## config.mk

```make
export PLATFORM = sky130hd
export DESIGN_NAME = dfirq_top
export DESIGN_NICKNAME = d
export VERILOG_FILES = /design/src/logic/dfirq_pkg.sv /design/src/logic/dfirq_err_counter.sv /design/src/logic/dfirq_top.sv
export SDC_FILE = /design/constraint.sdc
export NUM_CORES = 1
export LEC_CHECK = 0
export ABC_AREA = 1
export BUFFER_PORTS_ARGS = -buffer_cell sky130_fd_sc_hd__buf_4
export CAP_MARGIN = 20
export CORE_MARGIN = 2
export CORE_UTILIZATION = 47
export DETAILED_ROUTE_END_ITERATION = 12
export SLEW_MARGIN = 0
export SYNTH_ARGS = -nofsm -noshare
export SYNTH_HDL_FRONTEND = slang
export SYNTH_HIERARCHICAL = 1
export SYNTH_SLANG_ARGS = --single-unit
```

## constraint.sdc

```tcl
create_clock -name clk -period 4.9 [get_ports clk]
set_clock_uncertainty 0.05 [all_clocks]
set_input_delay 0.735 -clock clk [delete_from_list [all_inputs] [get_ports clk]]
set_output_delay 0.735 -clock clk [all_outputs]
set_load 0.03 [all_outputs]
```

## src/logic/dfirq_pkg.sv

```systemverilog
// Package: register map, field positions, reset values of the deframer error slice
package dfirq_pkg;

    // Register indices; byte address is four times the index
    localparam logic [10:0] DFIRQ_IDX_CTRL_TWO = 11'h477;
    localparam logic [10:0] DFIRQ_IDX_ALIGN_LEN = 11'h478;
    localparam logic [10:0] DFIRQ_IDX_FLAGS_ENABLES = 11'h47A;
    localparam logic [10:0] DFIRQ_IDX_SYNC_SELECT = 11'h47B;
    localparam logic [10:0] DFIRQ_IDX_ERR_LIMIT = 11'h47C;
    localparam logic [10:0] DFIRQ_IDX_COUNT_CLEAR = 11'h480;

    // Byte address width and register data width
    localparam int DFIRQ_ADDR_W = 13;
    localparam int DFIRQ_DATA_W = 8;

    // Field positions, control register two
    localparam int DFIRQ_CT_TEST_LOOP_BIT = 7;
    localparam int DFIRQ_CT_THRESH_MASK_EN_BIT = 3;

    // Field positions, summary flags and irq enables
    localparam int DFIRQ_F_DISPARITY = 7;
    localparam int DFIRQ_F_TABLE_MISS = 6;
    localparam int DFIRQ_F_STRAY_CTRL = 5;
    localparam int DFIRQ_F_RESERVED = 4;
    localparam int DFIRQ_F_LANE_ALIGN = 3;
    localparam int DFIRQ_F_CHECKSUM = 2;
    localparam int DFIRQ_F_FRAME_LOCK = 1;
    localparam int DFIRQ_F_SYMBOL_LOCK = 0;

    // Field positions, sync request select
    localparam int DFIRQ_S_DISPARITY = 7;
    localparam int DFIRQ_S_TABLE_MISS = 6;
    localparam int DFIRQ_S_STRAY_CTRL = 5;

    // Reset values
    localparam logic [7:0] DFIRQ_RST_CTRL_TWO = 8'h00;
    localparam logic [7:0] DFIRQ_RST_ALIGN_LEN = 8'h01;
    localparam logic [7:0] DFIRQ_RST_ENABLES = 8'h00;
    localparam logic [7:0] DFIRQ_RST_SYNC_SELECT = 8'h00;
    localparam logic [7:0] DFIRQ_RST_ERR_LIMIT = 8'hFF;
    localparam logic [7:0] DFIRQ_RST_FLAGS = 8'h00;

    // Log2 of multiframes per unit of the align length field
    localparam int DFIRQ_ALIGN_UNIT_SHIFT = 2;

    // Clock figures
    localparam int DFIRQ_CLK_PERIOD_PS = 5000;
    localparam int DFIRQ_SYNC_STAGES = 2;

endpackage : dfirq_pkg

```

## src/logic/dfirq_err_counter.sv

```systemverilog
// One saturating error counter with threshold compare
`timescale 1ns/10ps
`default_nettype none

module dfirq_err_counter
    import dfirq_pkg::*;
#(
    parameter int CNT_W = 8
)
(
    // Clock and reset
    input wire logic clk,
    input wire logic rst_n,
    // Event and control
    input wire logic hit,
    input wire logic clear,
    input wire logic [CNT_W-1:0] limit,
    // Status
    output logic reached_r,
    output logic [CNT_W-1:0] count_r
);

    logic [CNT_W-1:0] count_nxt; // Next count
    logic reached_nxt; // Next threshold state

    // Count events, hold at all ones, compare to shared limit
    always_comb
    begin
        count_nxt = count_r;
        if (clear)
        begin
            count_nxt = '0;
        end
        else if (hit && (count_r != {CNT_W{1'b1}}))
        begin
            count_nxt = count_r + 1'b1;
        end
        reached_nxt = (count_nxt >= limit);
    end

    // Register the counter
    always_ff @(posedge clk)
    begin
        if (!rst_n)
        begin
            count_r <= '0;
            reached_r <= 1'b0;
        end
        else
        begin
            count_r <= count_nxt;
            reached_r <= reached_nxt;
        end
    end

endmodule : dfirq_err_counter

`default_nettype wire

```

## src/logic/dfirq_top.sv

```systemverilog
// Deframer error summary, irq gating, sync request and align length control
// Notes on behaviour
// - Test loop bit set: expect endless align frames
// - Align length is four times field; resets 1
// - Flag 7: disparity count reached limit, any lane
// - Flag 6: table miss count reached limit
// - Flag 5: stray control count reached limit
// - Flag 3: lane align failed; bit 4 zero
// - Flag 2: bad checksum on some lane
// - Flag 1: frame lock failed on some lane
// - Flag 0: symbol lock failed on some lane
// - Enable 7 drives irq low on disparity
// - Enable 6 drives irq low on table miss
// - Enable 5 drives irq low on stray control
// - Enable 3 drives irq low on align fail
// - Enable 2 drives irq low on checksum
// - Enable 1 drives irq low on frame fail
// - Enable 0 drives irq low on symbol fail
// - Select 7 requests resync on disparity limit, only while control two bit 3 is set
// - All counts share one limit, reset FF
//
// Decided for this implementation: the plain strobed port.
`timescale 1ns/10ps
`default_nettype none

module dfirq_top
    import dfirq_pkg::*;
#(
    parameter int NUM_LANES = 4,
    parameter int CNT_W = 8
)
(
    // Clock and reset
    input wire logic clk,
    input wire logic rst_n,
    // Register port
    input wire logic [DFIRQ_ADDR_W-1:0] reg_addr,
    input wire logic [DFIRQ_DATA_W-1:0] reg_wdata,
    input wire logic reg_wr,
    input wire logic reg_rd,
    output logic [DFIRQ_DATA_W-1:0] reg_rdata,
    // Lane side, launched on rising edge of lane_clk
    input wire logic lane_clk,
    input wire logic [NUM_LANES-1:0] lane_disparity_err,
    input wire logic [NUM_LANES-1:0] lane_table_miss_err,
    input wire logic [NUM_LANES-1:0] lane_stray_ctrl_err,
    input wire logic [NUM_LANES-1:0] lane_align_fail,
    input wire logic [NUM_LANES-1:0] lane_checksum_fail,
    input wire logic [NUM_LANES-1:0] lane_frame_lock_fail,
    input wire logic [NUM_LANES-1:0] lane_symbol_lock_fail,
    // Interrupt and link outputs
    output logic irq_n,
    output logic link_resync_request_out,
    // Align sequence controls to the deframer
    output logic lane_align_test_loop,
    output logic [7:0] align_multiframe_quarter_count,
    output logic [9:0] align_sequence_length
);

    localparam int EV_N = 3 * NUM_LANES; // Counted event inputs
    localparam int LV_N = 4 * NUM_LANES; // Failure level inputs

    // Register address decode
    logic [10:0] reg_idx; // Register index
    logic addr_aligned; // Low address bits zero
    logic hit_ctrl; // Control register two
    logic hit_len; // Align length register
    logic hit_flags; // Flags and enables
    logic hit_sel; // Sync request select
    logic hit_limit; // Error limit
    logic hit_clr; // Counter clear strobe

    // Software visible state
    logic [7:0] ctrl_two_r; // Control register two
    logic [7:0] ctrl_two_nxt;
    logic [7:0] align_len_r; // Align length, quarter count
    logic [7:0] align_len_nxt;
    logic [7:0] irq_enables_r; // Write only irq enables
    logic [7:0] irq_enables_nxt;
    logic [7:0] sync_select_r; // Sync request select
    logic [7:0] sync_select_nxt;
    logic [7:0] err_limit_r; // Shared error limit
    logic [7:0] err_limit_nxt;
    logic [7:0] rdata_r; // Read data
    logic [7:0] rdata_nxt;
    logic count_clear_r; // Counter clear pulse
    logic count_clear_nxt;

    // Lane side synchroniser state
    logic [2:0] lck_r; // lane_clk stages plus history
    logic [EV_N-1:0] ev_s1_r; // First stage, events
    logic [EV_N-1:0] ev_s2_r; // Second stage, events
    logic [LV_N-1:0] lv_s1_r; // First stage, levels
    logic [LV_N-1:0] lv_s2_r; // Second stage, levels
    logic lck_fall; // Synchronised falling edge
    logic [EV_N-1:0] ev_hit; // One pulse per lane error

    // Summary state
    logic [EV_N-1:0] reached; // Per counter limit state
    logic [7:0] flags_r; // Summary flags
    logic [7:0] flags_nxt;
    logic irq_n_r; // Interrupt, active low
    logic irq_n_nxt;
    logic resync_r; // Resync request
    logic resync_nxt;

    // Decode of byte address into register index
    always_comb
    begin
        reg_idx = reg_addr[DFIRQ_ADDR_W-1:2];
        addr_aligned = (reg_addr[1:0] == 2'h0);
        hit_ctrl = addr_aligned && (reg_idx == DFIRQ_IDX_CTRL_TWO);
        hit_len = addr_aligned && (reg_idx == DFIRQ_IDX_ALIGN_LEN);
        hit_flags = addr_aligned && (reg_idx == DFIRQ_IDX_FLAGS_ENABLES);
        hit_sel = addr_aligned && (reg_idx == DFIRQ_IDX_SYNC_SELECT);
        hit_limit = addr_aligned && (reg_idx == DFIRQ_IDX_ERR_LIMIT);
        hit_clr = addr_aligned && (reg_idx == DFIRQ_IDX_COUNT_CLEAR);
    end

    // Register writes and read mux
    always_comb
    begin
        ctrl_two_nxt = ctrl_two_r;
        align_len_nxt = align_len_r;
        irq_enables_nxt = irq_enables_r;
        sync_select_nxt = sync_select_r;
        err_limit_nxt = err_limit_r;
        count_clear_nxt = 1'b0;
        rdata_nxt = 8'h00;
        if (reg_wr)
        begin
            // Writes store into the addressed register
            if (hit_ctrl)
            begin
                ctrl_two_nxt = reg_wdata;
            end
            if (hit_len)
            begin
                align_len_nxt = reg_wdata;
            end
            if (hit_flags)
            begin
                // Flags are read only; the write lands in the enables
                irq_enables_nxt = reg_wdata;
                irq_enables_nxt[DFIRQ_F_RESERVED] = 1'b0;
            end
            if (hit_sel)
            begin
                sync_select_nxt = reg_wdata;
            end
            if (hit_limit)
            begin
                err_limit_nxt = reg_wdata;
            end
            if (hit_clr)
            begin
                count_clear_nxt = reg_wdata[0];
            end
        end
        else if (reg_rd)
        begin
            // Reads return state; unmapped reads give zero
            if (hit_ctrl)
            begin
                rdata_nxt = ctrl_two_r;
            end
            else if (hit_len)
            begin
                rdata_nxt = align_len_r;
            end
            else if (hit_flags)
            begin
                rdata_nxt = flags_r;
            end
            else if (hit_sel)
            begin
                rdata_nxt = sync_select_r;
            end
            else if (hit_limit)
            begin
                rdata_nxt = err_limit_r;
            end
            else
            begin
                rdata_nxt = 8'h00;
            end
        end
    end

    // Register file flip-flops
    always_ff @(posedge clk)
    begin
        if (!rst_n)
        begin
            ctrl_two_r <= DFIRQ_RST_CTRL_TWO;
            align_len_r <= DFIRQ_RST_ALIGN_LEN;
            irq_enables_r <= DFIRQ_RST_ENABLES;
            sync_select_r <= DFIRQ_RST_SYNC_SELECT;
            err_limit_r <= DFIRQ_RST_ERR_LIMIT;
            count_clear_r <= 1'b0;
            rdata_r <= 8'h00;
        end
        else
        begin
            ctrl_two_r <= ctrl_two_nxt;
            align_len_r <= align_len_nxt;
            irq_enables_r <= irq_enables_nxt;
            sync_select_r <= sync_select_nxt;
            err_limit_r <= err_limit_nxt;
            count_clear_r <= count_clear_nxt;
            rdata_r <= rdata_nxt;
        end
    end

    // Two-stage synchronisers for the lane clock and all lane inputs
    always_ff @(posedge clk)
    begin
        if (!rst_n)
        begin
            lck_r <= 3'h0;
            ev_s1_r <= '0;
            ev_s2_r <= '0;
            lv_s1_r <= '0;
            lv_s2_r <= '0;
        end
        else
        begin
            lck_r <= {lck_r[1:0], lane_clk};
            ev_s1_r <= {lane_stray_ctrl_err, lane_table_miss_err, lane_disparity_err};
            ev_s2_r <= ev_s1_r;
            lv_s1_r <= {lane_symbol_lock_fail, lane_frame_lock_fail,
                        lane_checksum_fail, lane_align_fail};
            lv_s2_r <= lv_s1_r;
        end
    end

    // Sample events mid lane cycle, away from their launch edge
    always_comb
    begin
        lck_fall = lck_r[2] && !lck_r[1];
        ev_hit = lck_fall ? ev_s2_r : '0;
    end

    // One counter per lane and error kind
    generate
        for (genvar gi = 0; gi < EV_N; gi++)
        begin : g_cnt
            dfirq_err_counter #(
                .CNT_W(CNT_W)
            ) u_cnt (
                .clk(clk),
                .rst_n(rst_n),
                .hit(ev_hit[gi]),
                .clear(count_clear_r),
                .limit(err_limit_r[CNT_W-1:0]),
                .reached_r(reached[gi]),
                .count_r()
            );
        end
    endgenerate

    // Summary flags, irq and resync request
    always_comb
    begin
        flags_nxt = DFIRQ_RST_FLAGS;
        flags_nxt[DFIRQ_F_DISPARITY] = |reached[NUM_LANES-1:0];
        flags_nxt[DFIRQ_F_TABLE_MISS] = |reached[2*NUM_LANES-1:NUM_LANES];
        flags_nxt[DFIRQ_F_STRAY_CTRL] = |reached[3*NUM_LANES-1:2*NUM_LANES];
        flags_nxt[DFIRQ_F_RESERVED] = 1'b0;
        flags_nxt[DFIRQ_F_LANE_ALIGN] = |lv_s2_r[NUM_LANES-1:0];
        flags_nxt[DFIRQ_F_CHECKSUM] = |lv_s2_r[2*NUM_LANES-1:NUM_LANES];
        flags_nxt[DFIRQ_F_FRAME_LOCK] = |lv_s2_r[3*NUM_LANES-1:2*NUM_LANES];
        flags_nxt[DFIRQ_F_SYMBOL_LOCK] = |lv_s2_r[4*NUM_LANES-1:3*NUM_LANES];
        // Any enabled flag pulls the line low
        irq_n_nxt = ~|(flags_r & irq_enables_r);
        // Select bits only act under the threshold mask enable
        resync_nxt = ctrl_two_r[DFIRQ_CT_THRESH_MASK_EN_BIT] && (
            (sync_select_r[DFIRQ_S_DISPARITY] && flags_r[DFIRQ_F_DISPARITY]) ||
            (sync_select_r[DFIRQ_S_TABLE_MISS] && flags_r[DFIRQ_F_TABLE_MISS]) ||
            (sync_select_r[DFIRQ_S_STRAY_CTRL] && flags_r[DFIRQ_F_STRAY_CTRL]));
    end

    // Summary flip-flops
    always_ff @(posedge clk)
    begin
        if (!rst_n)
        begin
            flags_r <= DFIRQ_RST_FLAGS;
            irq_n_r <= 1'b1;
            resync_r <= 1'b0;
        end
        else
        begin
            flags_r <= flags_nxt;
            irq_n_r <= irq_n_nxt;
            resync_r <= resync_nxt;
        end
    end

    // Outputs
    always_comb
    begin
        reg_rdata = rdata_r;
        irq_n = irq_n_r;
        link_resync_request_out = resync_r;
        lane_align_test_loop = ctrl_two_r[DFIRQ_CT_TEST_LOOP_BIT];
        align_multiframe_quarter_count = align_len_r;
        align_sequence_length = {align_len_r, 2'h0};
    end
endmodule : dfirq_top

`default_nettype wire

```

==> results of run 1 <==
==> cell usage after synthesis, drive strengths merged (10+ instances only) <==
cell type | n | area (um^2)
nand3 | 145 | 838
dfxtp | 224 | 4480
a21oi | 83 | 419
ha | 108 | 1350
nor3 | 19 | 185
clkinv | 13 | 48.8
nor2 | 260 | 1150
clkbuf | 10 | 37.5
o21ai | 45 | 225
inv | 467 | 1750
nand3b | 31 | 233
o21a | 12 | 90.1
nand2 | 509 | 1990
buf | 21 | 176
nand4 | 28 | 190
==> worst min-delay path, cell delays in order <==
cell     delay, ns
buf_4         0.08
nand2_1       0.04
inv_1         0.04
==> sequential cells by signal (all words and copies together) (netlist names) <==
register / cells
g_cnt.u_cnt/count_r: 96
lck_r: 3
err_limit_r: 8
ev_s2_r: 12
irq_n: 1
sync_select_r: 8
align_multiframe_quarter_count: 8
ev_s1_r: 12
flags_r: 7
count_clear_r: 1
reg_rdata: 8
lv_s1_r: 16
lv_s2_r: 16
ctrl_two_r: 8
irq_enables_r: 7
link_resync_request_out: 1
g_cnt.u_cnt/reached_r: 12
==> per-layer routing <==
metal	vias to the layer above	track usage	part of all wire
met1	5321	0.284	0.49
met3	44	0.0261	0.036
met5	-	0	0
met4	0	0.0456	0.018
met2	153	0.355	0.45
li1	6328	-	-
==> cell families after synthesis <==
kind of cell             count (synthesis)  share of synthesized area
AND/OR/NAND/NOR                       1001                      0.345
buffers and inverters                  511                      0.150
flip-flops                             224                      0.333
AO/OA/AOI/OAI                          163                     0.0719
adder cells (fa/ha/maj)                108                      0.100
other                                    1                   0.000278
==> area by class of cell <==
class                   instances  area (um^2)
clock buffers                  37          783
clock inverters                13          201
fillers                      2758        12700
inverters                     480         1800
multi-input cells            1274         6970
flip-flops and latches        224         4490
well taps                     378          473
repair buffers                 84          631
==> power groups by stage <==
stage	registers, mW	logic [mW]	clock network, mW
6_report	1.86	0.142	2.18
5_1_grt	1.86	0.161	2.30
4_1_cts	1.86	0.143	2.24
3_5_place_dp	1.90	0.143	0
3_3_place_gp	1.90	0.142	0
2_1_floorplan	1.89	0.0779	0
==> final timing paths <==
| path | end | slack, ns |
|---|---|---|
| worst max-delay path | g_cnt[8].u_cnt/reached_r$_SDFF_PN0_ | 1.89 |
| worst min-delay path | ev_s1_r[5]$_SDFF_PN0_ | 0.32 |
| worst max register to register | g_cnt[8].u_cnt/reached_r$_SDFF_PN0_ | 1.89 |
| worst min register to register | lv_s2_r[9]$_SDFF_PN0_ | 0.35 |
==> metrics by stage <==
stage                     cell area, um^2  setup WS (ns)
after detailed placement            14400           1.88
final                               15300           1.89
after floorplan                     13500           2.61
after global routing                15300           1.52
after CTS                           15300           1.86
after global placement              14400           1.92
==> flow_metrics.env, run 1 <==
export IMPL_cts_resized=0
export IMPL_ant_nets=0
export IMPL_pwr_share_seq=0.444
export IMPL_r2r_start="lck_r[1]$_SDFF_PN0_"
export IMPL_comb_power_share=0.034
export IMPL_rsz0062_at_grt="no"
export IMPL_p_leak_nw=9.03
export IMPL_antenna_cells=0
export IMPL_dp_cells=2440
export IMPL_clkTransAtPathRegs_ns=0.06
export IMPL_die_h_um=173
export IMPL_switchingPower_mw=0.904
export IMPL_crit_path_start="lck_r[1]$_SDFF_PN0_"
export IMPL_cts_max_path_buffers=3
export IMPL_syn_mean_instance_area_um2=6.71
export IMPL_clock_fmax_mhz=332
export IMPL_async_flop_share=0
export IMPL_synth_seq_cells=224
export IMPL_die_area_um2=30000
export IMPL_num_rows=61
export IMPL_setup_viol=0
export IMPL_yosysSeqAreaShare=0.333
export IMPL_r2r_cells=16
export IMPL_maxSlewHeadroom=0.333
export IMPL_critical_path_top_delay_family="simple AND/OR/NAND/NOR gates"
export IMPL_io_buffers=80
export IMPL_power_density_nw_per_um2=272
export IMPL_clk_latency_ns=0.55
export IMPL_stdcell_count=2490
export IMPL_synthDistinctLibCells=38
export IMPL_maxCapViolCount=0
export IMPL_grt_ovfl_total=0
export IMPL_power_frac_clock=0.522
export IMPL_hp_class="in2reg"
export IMPL_cts_tree="built"
export IMPL_path_buf_inv=3
export IMPL_crit_path_max_incr_delay_ns=0.68
export IMPL_drc_errors=0
export IMPL_cts_buffers=27
export IMPL_fp_dieW_um=173
export IMPL_synth_edff_count=0
export IMPL_nets=2253
export IMPL_coreArea_um2=28000
export IMPL_critical_path_most_common_cell="nand2_1"
export IMPL_crit_fanout=12
export IMPL_critPathLaunchType="flop"
export IMPL_grt_util_all_layers=0.209
export IMPL_area_growth_syn_to_layout_pct=14.0
export IMPL_cp_num_cells=16
export IMPL_grt_pass1_wl_mm=52.9
export IMPL_tns_ns=0
export IMPL_ctsHtreeMaxLevel=1
export IMPL_total_power_mw=4.18
export IMPL_cp_slowest_cell="nor2_1"
export IMPL_grt_max_degree=45
export IMPL_drt_iter0_drc=565
export IMPL_drive_above_1_share=0.138
export IMPL_initial_core_util=0.481
export IMPL_postSynthCellCount=2008
export IMPL_synthFlopType="dfxtp_1"
export IMPL_layout_common_cells="nand2_1, inv_1, dfxtp_1"
export IMPL_path_cells="inv_1 > nand2_1 > nor2_1 > nand2_2 > nor2_2 > nand2_1 > nor2_1 > nand2_1 > nand3_2 > inv_1 > ha_1 > nand2_1 > inv_1 > nor2_1 > o21a_1 > a21oi_1"
export IMPL_ir_drop_uv=252
export IMPL_antenna_found_initial=0
export IMPL_cts_hold_buf=0
export IMPL_p_int_mw=3.28
export IMPL_critPathRequiredTime_ns=5.28
export IMPL_p_sw_frac=0.216
export IMPL_drv_slew=0
export IMPL_path_class="reg2reg"
export IMPL_place_gp_congestion=0.860
export IMPL_status="completed"
export IMPL_dp_hpwl_mm=21.9
export IMPL_wl_mm=31.0
export IMPL_whs_ns=0.320
export IMPL_hold_viol_final=0
export IMPL_hold_start="lane_table_miss_err[1]"
export IMPL_period_share=0.615
export IMPL_num_vias=11846
export IMPL_ys_warn_count=6
export IMPL_cp_end_kind="flop"
export IMPL_tightest_slew_ns=0.999
export IMPL_grt_pass1_vias=11223
export IMPL_clockRootBuffer="clkbuf_16"
export IMPL_post_route_util=0.548
export IMPL_postCtsSetupBuffers=0
export IMPL_viasPerCell=4.76
export IMPL_io_pins=83
export IMPL_hold_depth=3
export IMPL_critPathArrivalTime_ns=3.40
export IMPL_first_pass_iters=5
export IMPL_layout_commonest_cell="nand2_1"
export IMPL_wl_per_cell_um=12.4
export IMPL_clock_sinks=224
export IMPL_synth_area_um2=13500
export IMPL_final_min_clock_period_ns=3.01
Power figures use the tool's default switching activity.
==> inputs of run 2 (changes only) <==
--- a/config.mk
+++ b/config.mk
@@ -11,6 +11,7 @@
 export CORE_MARGIN = 2
 export CORE_UTILIZATION = 47
 export DETAILED_ROUTE_END_ITERATION = 12
+export PLACE_DENSITY = 0.67
 export SLEW_MARGIN = 0
 export SYNTH_ARGS = -nofsm -noshare
 export SYNTH_HDL_FRONTEND = slang
==> constraint.sdc (replaced) <==
create_clock -name clk -period 2.7 [get_ports clk]
set_clock_uncertainty 0.05 [all_clocks]
set_input_delay 0.405 -clock clk [delete_from_list [all_inputs] [get_ports clk]]
set_output_delay 0.405 -clock clk [all_outputs]
set_load 0.03 [all_outputs]
==> run 2 against run 1 <==
  * Critical path depth fell by 1
  * Clock power rose by 62%
  * Power rose by 72%
  * Final area rose by 1.5%
  * Flip-flop and latch count did not move
  * Sequential share of layout area fell by 0.43 points
  * Register-to-register slack got worse by 1.6 ns
  * First-iteration DRC count rose by 14%
  * Cell count rose by 1.4%
  * Worst setup slack got worse by 1.6 ns
  * Largest cell class unchanged
==> flow_metrics.env, run 2 (synthesis results as in run 1) <==
export IMPL_antenna_cells=0
export IMPL_antenna_found_initial=0
export IMPL_clock_fmax_mhz=418
export IMPL_cp_num_cells=15
export IMPL_postCtsSetupBuffers=0
export IMPL_die_h_um=173
export IMPL_grt_util_all_layers=0.205
export IMPL_power_density_nw_per_um2=462
export IMPL_tightest_slew_ns=0.621
export IMPL_critPathArrivalTime_ns=2.76
export IMPL_crit_fanout=7
export IMPL_fp_dieW_um=173
export IMPL_r2r_start="lck_r[1]$_SDFF_PN0_"
export IMPL_first_pass_iters=5
export IMPL_clock_sinks=224
export IMPL_largest_reg_flops=96
export IMPL_cts_tree="built"
export IMPL_period_share=0.885
export IMPL_ctsHtreeMaxLevel=1
export IMPL_whs_ns=0.0178
export IMPL_critPathLaunchType="flop"
export IMPL_cp_slowest_cell="nor2_1"
export IMPL_drc_errors=0
export IMPL_grt_pass1_wl_mm=52.5
export IMPL_layout_common_cells="nand2_1, inv_1, dfxtp_1"
export IMPL_cts_max_path_buffers=3
export IMPL_top_register="g_cnt.u_cnt/count_r"
export IMPL_viasPerCell=4.84
export IMPL_nets=2290
export IMPL_ir_drop_uv=388
export IMPL_clk_latency_ns=0.53
export IMPL_num_rows=61
export IMPL_num_vias=12221
export IMPL_ant_nets=0
export IMPL_clkTransAtPathRegs_ns=0.07
export IMPL_crit_path_start="lck_r[1]$_SDFF_PN0_"
export IMPL_die_area_um2=30000
export IMPL_drive_above_1_share=0.146
export IMPL_cp_end_kind="flop"
export IMPL_hp_class="in2reg"
export IMPL_place_gp_congestion=0.883
export IMPL_rsz0062_at_grt="no"
export IMPL_maxSlewHeadroom=0.585
export IMPL_r2r_cells=15
export IMPL_path_cells="inv_1 > nand2_1 > buf_4 > nor2_1 > nand2_2 > nor2_2 > nand2_1 > o21ai_1 > inv_1 > ha_1 > nand2_1 > inv_1 > nor2_1 > o21a_1 > a21oi_1"
export IMPL_coreArea_um2=28000
export IMPL_reg2reg_slack_ns=0.31
export IMPL_grt_max_degree=39
export IMPL_reg_largest_list="g_cnt.u_cnt/count_r: 96 flops, lv_s1_r: 16 flops, lv_s2_r: 16 flops"
export IMPL_post_route_util=0.556
export IMPL_grt_ovfl_total=0
export IMPL_p_leak_nw=9.12
export IMPL_drv_slew=0
export IMPL_drt_iter0_drc=643
export IMPL_critical_path_top_delay_family="simple AND/OR/NAND/NOR gates"
export IMPL_io_pins=83
export IMPL_clockRootBuffer="clkbuf_16"
export IMPL_maxCapViolCount=0
export IMPL_multiInputGateArea_um2=6970
export IMPL_layout_commonest_cell="nand2_1"
export IMPL_wl_per_cell_um=12.3
export IMPL_io_buffers=80
export IMPL_grt_pass1_vias=11523
export IMPL_status="completed"
export IMPL_wl_mm=31.2
export IMPL_initial_core_util=0.481
export IMPL_setup_viol=0
export IMPL_crit_path_max_incr_delay_ns=0.44
export IMPL_regArea_um2=4490
export IMPL_area_growth_syn_to_layout_pct=15.7
export IMPL_total_power_mw=7.20
export IMPL_tns_ns=0
export IMPL_path_buf_inv=4
export IMPL_worstReg2RegEnd="g_cnt[3].u_cnt/reached_r$_SDFF_PN0_"
export IMPL_critPathRequiredTime_ns=3.07
export IMPL_fillers=2707
export IMPL_cts_buffers=25
export IMPL_path_class="reg2reg"
export IMPL_final_min_clock_period_ns=2.39
export IMPL_dp_hpwl_mm=22.0
export IMPL_hold_viol_final=0
export IMPL_cp_endpoint="g_cnt[3].u_cnt/reached_r$_SDFF_PN0_"
[run 2: final cells by class]
class	count	share of cell area
clock buffers	28	0.0428
clock inverters	18	0.0125
inverters	480	0.116
multi-input cells	1274	0.448
flip-flops and latches	224	0.288
well taps	378	0.0304
repair buffers	123	0.0630
[run 2: per-stage QoR]
step	cell area, um^2	setup slack, ns	cells
CTS	15600	0.271	2525
detailed placement	14500	0.290	2461
finish	15600	0.310	2525
floorplan	13500	0.412	2009
global route	15600	0.0665	2525
global placement	14500	0.353	2461
[run 2: how the worst min path moves through the flow]
stage,start,endpoint,slack (ns),cells past startpoint
4_1_cts,lane_frame_lock_fail[0],lv_s1_r[8]$_SDFF_PN0_,0.003,3
5_1_grt,lane_frame_lock_fail[0],lv_s1_r[8]$_SDFF_PN0_,0.03,3
3_3_place_gp,lv_s1_r[9]$_SDFF_PN0_,lv_s2_r[9]$_SDFF_PN0_,0.34,2
2_1_floorplan,ev_s1_r[0]$_SDFF_PN0_,ev_s2_r[0]$_SDFF_PN0_,0.34,2
3_5_place_dp,ev_s1_r[0]$_SDFF_PN0_,ev_s2_r[0]$_SDFF_PN0_,0.35,2
6_report,lane_stray_ctrl_err[3],ev_s1_r[11]$_SDFF_PN0_,0.02,3
[run 2: repair_timing]
action / in CTS / in global routing
gates resized for setup: 0 / 1
setup endpoints to repair: 0 / 1
hold buffers: 18 / 0
endpoints found under the hold margin: 18 / 0
[run 2: tightest hold or removal path, delay by kind of cell]
kind | cells | cell delay, ns
AND/OR/NAND/NOR | 1 | 0.04
buffers and inverters | 2 | 0.12
[run 2: report_power, final]
group	total (mW)	leakage, nW	switching (mW)	internal (mW)
clock	3.54	0.398	1.46	2.08
sequential	3.37	1.82	0.0162	3.35
combinational	0.288	6.91	0.174	0.113
[run 2: metal layers]
layer	track usage	routed length (um)	up-vias
met5	0	0	-
met4	0.0629	853	0
met3	0.0263	1380	66
met2	0.366	14600	245
met1	0.258	14300	5513
li1	-	-	6397
==> inputs of run 3 (changes only) <==
--- a/config.mk
+++ b/config.mk
@@ -11,7 +11,6 @@
 export CORE_MARGIN = 2
 export CORE_UTILIZATION = 47
 export DETAILED_ROUTE_END_ITERATION = 12
-export PLACE_DENSITY = 0.67
 export SLEW_MARGIN = 0
 export SYNTH_ARGS = -nofsm -noshare
 export SYNTH_HDL_FRONTEND = slang
==> constraint.sdc (replaced) <==
create_clock -name clk -period 2.75 [get_ports clk]
set_clock_uncertainty 0.05 [all_clocks]
set_input_delay 0.4125 -clock clk [delete_from_list [all_inputs] [get_ports clk]]
set_output_delay 0.4125 -clock clk [all_outputs]
set_load 0.03 [all_outputs]
==> run 3 against run 2 <==
  * Non-clock buffer count decreased by 2
  * Combinational power decreased by 6.9%
  * Final area up 0.30%
  * Critical path depth is 2 higher
  * Critical path type unchanged
  * Core utilization up 0.17 points
  * Sequential share of layout area down 0.085 points
  * Fmax down 1.1%
  * Worst setup slack improved by 0.024 ns
==> flow_metrics.env, run 3 (synthesis results as in run 1) <==
export IMPL_r2r_cells=17
export IMPL_hold_depth=3
export IMPL_area_growth_syn_to_layout_pct=16.0
export IMPL_cts_buffers=26
export IMPL_ant_nets=0
export IMPL_clock_sinks=224
export IMPL_reg2reg_slack_ns=0.33
export IMPL_grt_max_degree=29
export IMPL_p_leak_nw=9.18
export IMPL_ir_drop_uv=380
export IMPL_cts_hold_buf=8
export IMPL_fin_area_um2=15600
export IMPL_wl_per_cell_um=12.3
export IMPL_io_pins=83
export IMPL_hp_class="in2reg"
export IMPL_crit_fanout=9
export IMPL_grt_pass1_wl_mm=52.9
export IMPL_critPathArrivalTime_ns=2.77
export IMPL_clock_fmax_mhz=414
export IMPL_drive_above_1_share=0.149
export IMPL_layout_common_cells="nand2_1, inv_1, dfxtp_1"
export IMPL_clk_latency_ns=0.53
export IMPL_tightest_slew_ns=0.745
export IMPL_path_class="reg2reg"
export IMPL_cp_end_kind="flop"
export IMPL_reg_largest_list="g_cnt.u_cnt/count_r: 96 flops, lv_s1_r: 16 flops, lv_s2_r: 16 flops"
export IMPL_nets=2289
export IMPL_status="completed"
export IMPL_clkTransAtPathRegs_ns=0.06
export IMPL_num_rows=61
export IMPL_final_min_clock_period_ns=2.42
export IMPL_worstHoldEndpoint="ev_s1_r[9]$_SDFF_PN0_"
export IMPL_r2r_start="lck_r[1]$_SDFF_PN0_"
export IMPL_critPathRequiredTime_ns=3.11
export IMPL_postCtsSetupBuffers=0
export IMPL_setup_viol=0
export IMPL_rsz0062_at_grt="no"
export IMPL_drc_errors=0
export IMPL_period_share=0.879
export IMPL_clockRootBuffer="clkbuf_16"
export IMPL_worstReg2RegEnd="g_cnt[1].u_cnt/reached_r$_SDFF_PN0_"
export IMPL_place_gp_congestion=0.843
export IMPL_dp_hpwl_mm=22.8
export IMPL_post_route_util=0.558
export IMPL_drv_slew=0
export IMPL_ctsHtreeMaxLevel=1
export IMPL_regArea_um2=4490
export IMPL_io_buffers=80
export IMPL_whs_ns=0.0189
export IMPL_coreArea_um2=28000
export IMPL_fp_dieW_um=173
export IMPL_first_pass_iters=5
export IMPL_top_register="g_cnt.u_cnt/count_r"
export IMPL_grt_pass1_vias=11183
export IMPL_grt_ovfl_total=0
export IMPL_die_area_um2=30000
export IMPL_wl_mm=30.9
export IMPL_power_density_nw_per_um2=473
export IMPL_tns_ns=0
export IMPL_maxCapViolCount=0
export IMPL_placed_area_um2=14600
export IMPL_cts_tree="built"
export IMPL_cts_max_path_buffers=3
export IMPL_viasPerCell=4.71
export IMPL_critPathLaunchType="flop"
export IMPL_hold_viol_final=0
export IMPL_grt_util_all_layers=0.209
export IMPL_antenna_found_initial=0
export IMPL_cts_resized=0
export IMPL_layout_commonest_cell="nand2_1"
export IMPL_drt_iter0_drc=570
export IMPL_fillers=2742
export IMPL_hold_start="lane_stray_ctrl_err[1]"
export IMPL_maxSlewHeadroom=0.499
export IMPL_antenna_cells=0
export IMPL_multiInputGateArea_um2=6970
export IMPL_initial_core_util=0.481
export IMPL_num_vias=11896
export IMPL_largest_reg_flops=96
export IMPL_die_h_um=173
run 3: cell types whose count changed in the layout (fill, tap and decap cells not counted), sizes merged:
cell         previous run  this run
dlygate4sd3            18         8
inv                   469       468
bufinv                  3         5
buf                   105       113
clkbuf                 28        33
clkinvlp                9         5
clkinv                 17        16
run 3: how the worst max path moves through the flow:
stage | endpoint | cells past startpoint | slack, ns | start
2_1_floorplan | g_cnt[0].u_cnt/reached_r$_SDFF_PN0_ | 10 | 0.46 | count_clear_r$_SDFF_PN0_
3_3_place_gp | g_cnt[2].u_cnt/reached_r$_SDFF_PN0_ | 15 | 0.39 | lck_r[1]$_SDFF_PN0_
3_5_place_dp | g_cnt[3].u_cnt/reached_r$_SDFF_PN0_ | 15 | 0.32 | lck_r[1]$_SDFF_PN0_
4_1_cts | g_cnt[3].u_cnt/reached_r$_SDFF_PN0_ | 15 | 0.32 | lck_r[1]$_SDFF_PN0_
5_1_grt | g_cnt[2].u_cnt/reached_r$_SDFF_PN0_ | 16 | 0.005 | lck_r[1]$_SDFF_PN0_
6_report | g_cnt[1].u_cnt/reached_r$_SDFF_PN0_ | 17 | 0.33 | lck_r[1]$_SDFF_PN0_
run 3: layout make-up:
| type | count | area share |
|---|---|---|
| multi-input combinational | 1274 | 0.446 |
| sequential | 224 | 0.287 |
| inverter | 480 | 0.115 |
| timing repair buffer | 121 | 0.0594 |
| clock buffer | 33 | 0.0479 |
| tap | 378 | 0.0303 |
| clock inverter | 14 | 0.0138 |
run 3: metal layers:
layer / track usage / wire length [um] / vias up
met1: 0.283 / 15000 / 5284
met5: 0 / 0 / -
met3: 0.0237 / 1160 / 49
met2: 0.354 / 14000 / 175
li1: - / - / 6388
met4: 0.0537 / 775 / 0
run 3: critical path, cell delays in order, from the launching register on:
cell,delay [ns]
dfxtp_1,0.31
inv_1,0.05
nand2_1,0.09
buf_4,0.22
nor2_1,0.29
nand2_2,0.10
nor2_2,0.19
nand2_1,0.07
nor2_1,0.09
nand2_1,0.07
nand3_2,0.07
inv_1,0.05
ha_1,0.29
nand2_1,0.06
inv_1,0.03
nor2_1,0.09
o21a_1,0.13
a21oi_1,0.06
run 3: report_power, final:
part           switching, mW  internal (mW)  leakage (nW)
registers             0.0149           3.29          1.82
clock network           1.42           2.39         0.458
logic                  0.167          0.102          6.91
run 3: per-stage QoR:
stage          instances  power (mW)  setup WS (ns)
2_1_floorplan       2009        3.51          0.462
3_3_place_gp        2469        3.64          0.390
3_5_place_dp        2469        3.64          0.317
4_1_cts             2524        7.48          0.315
5_1_grt             2524        7.66        0.00543
6_report            2524        7.39          0.333
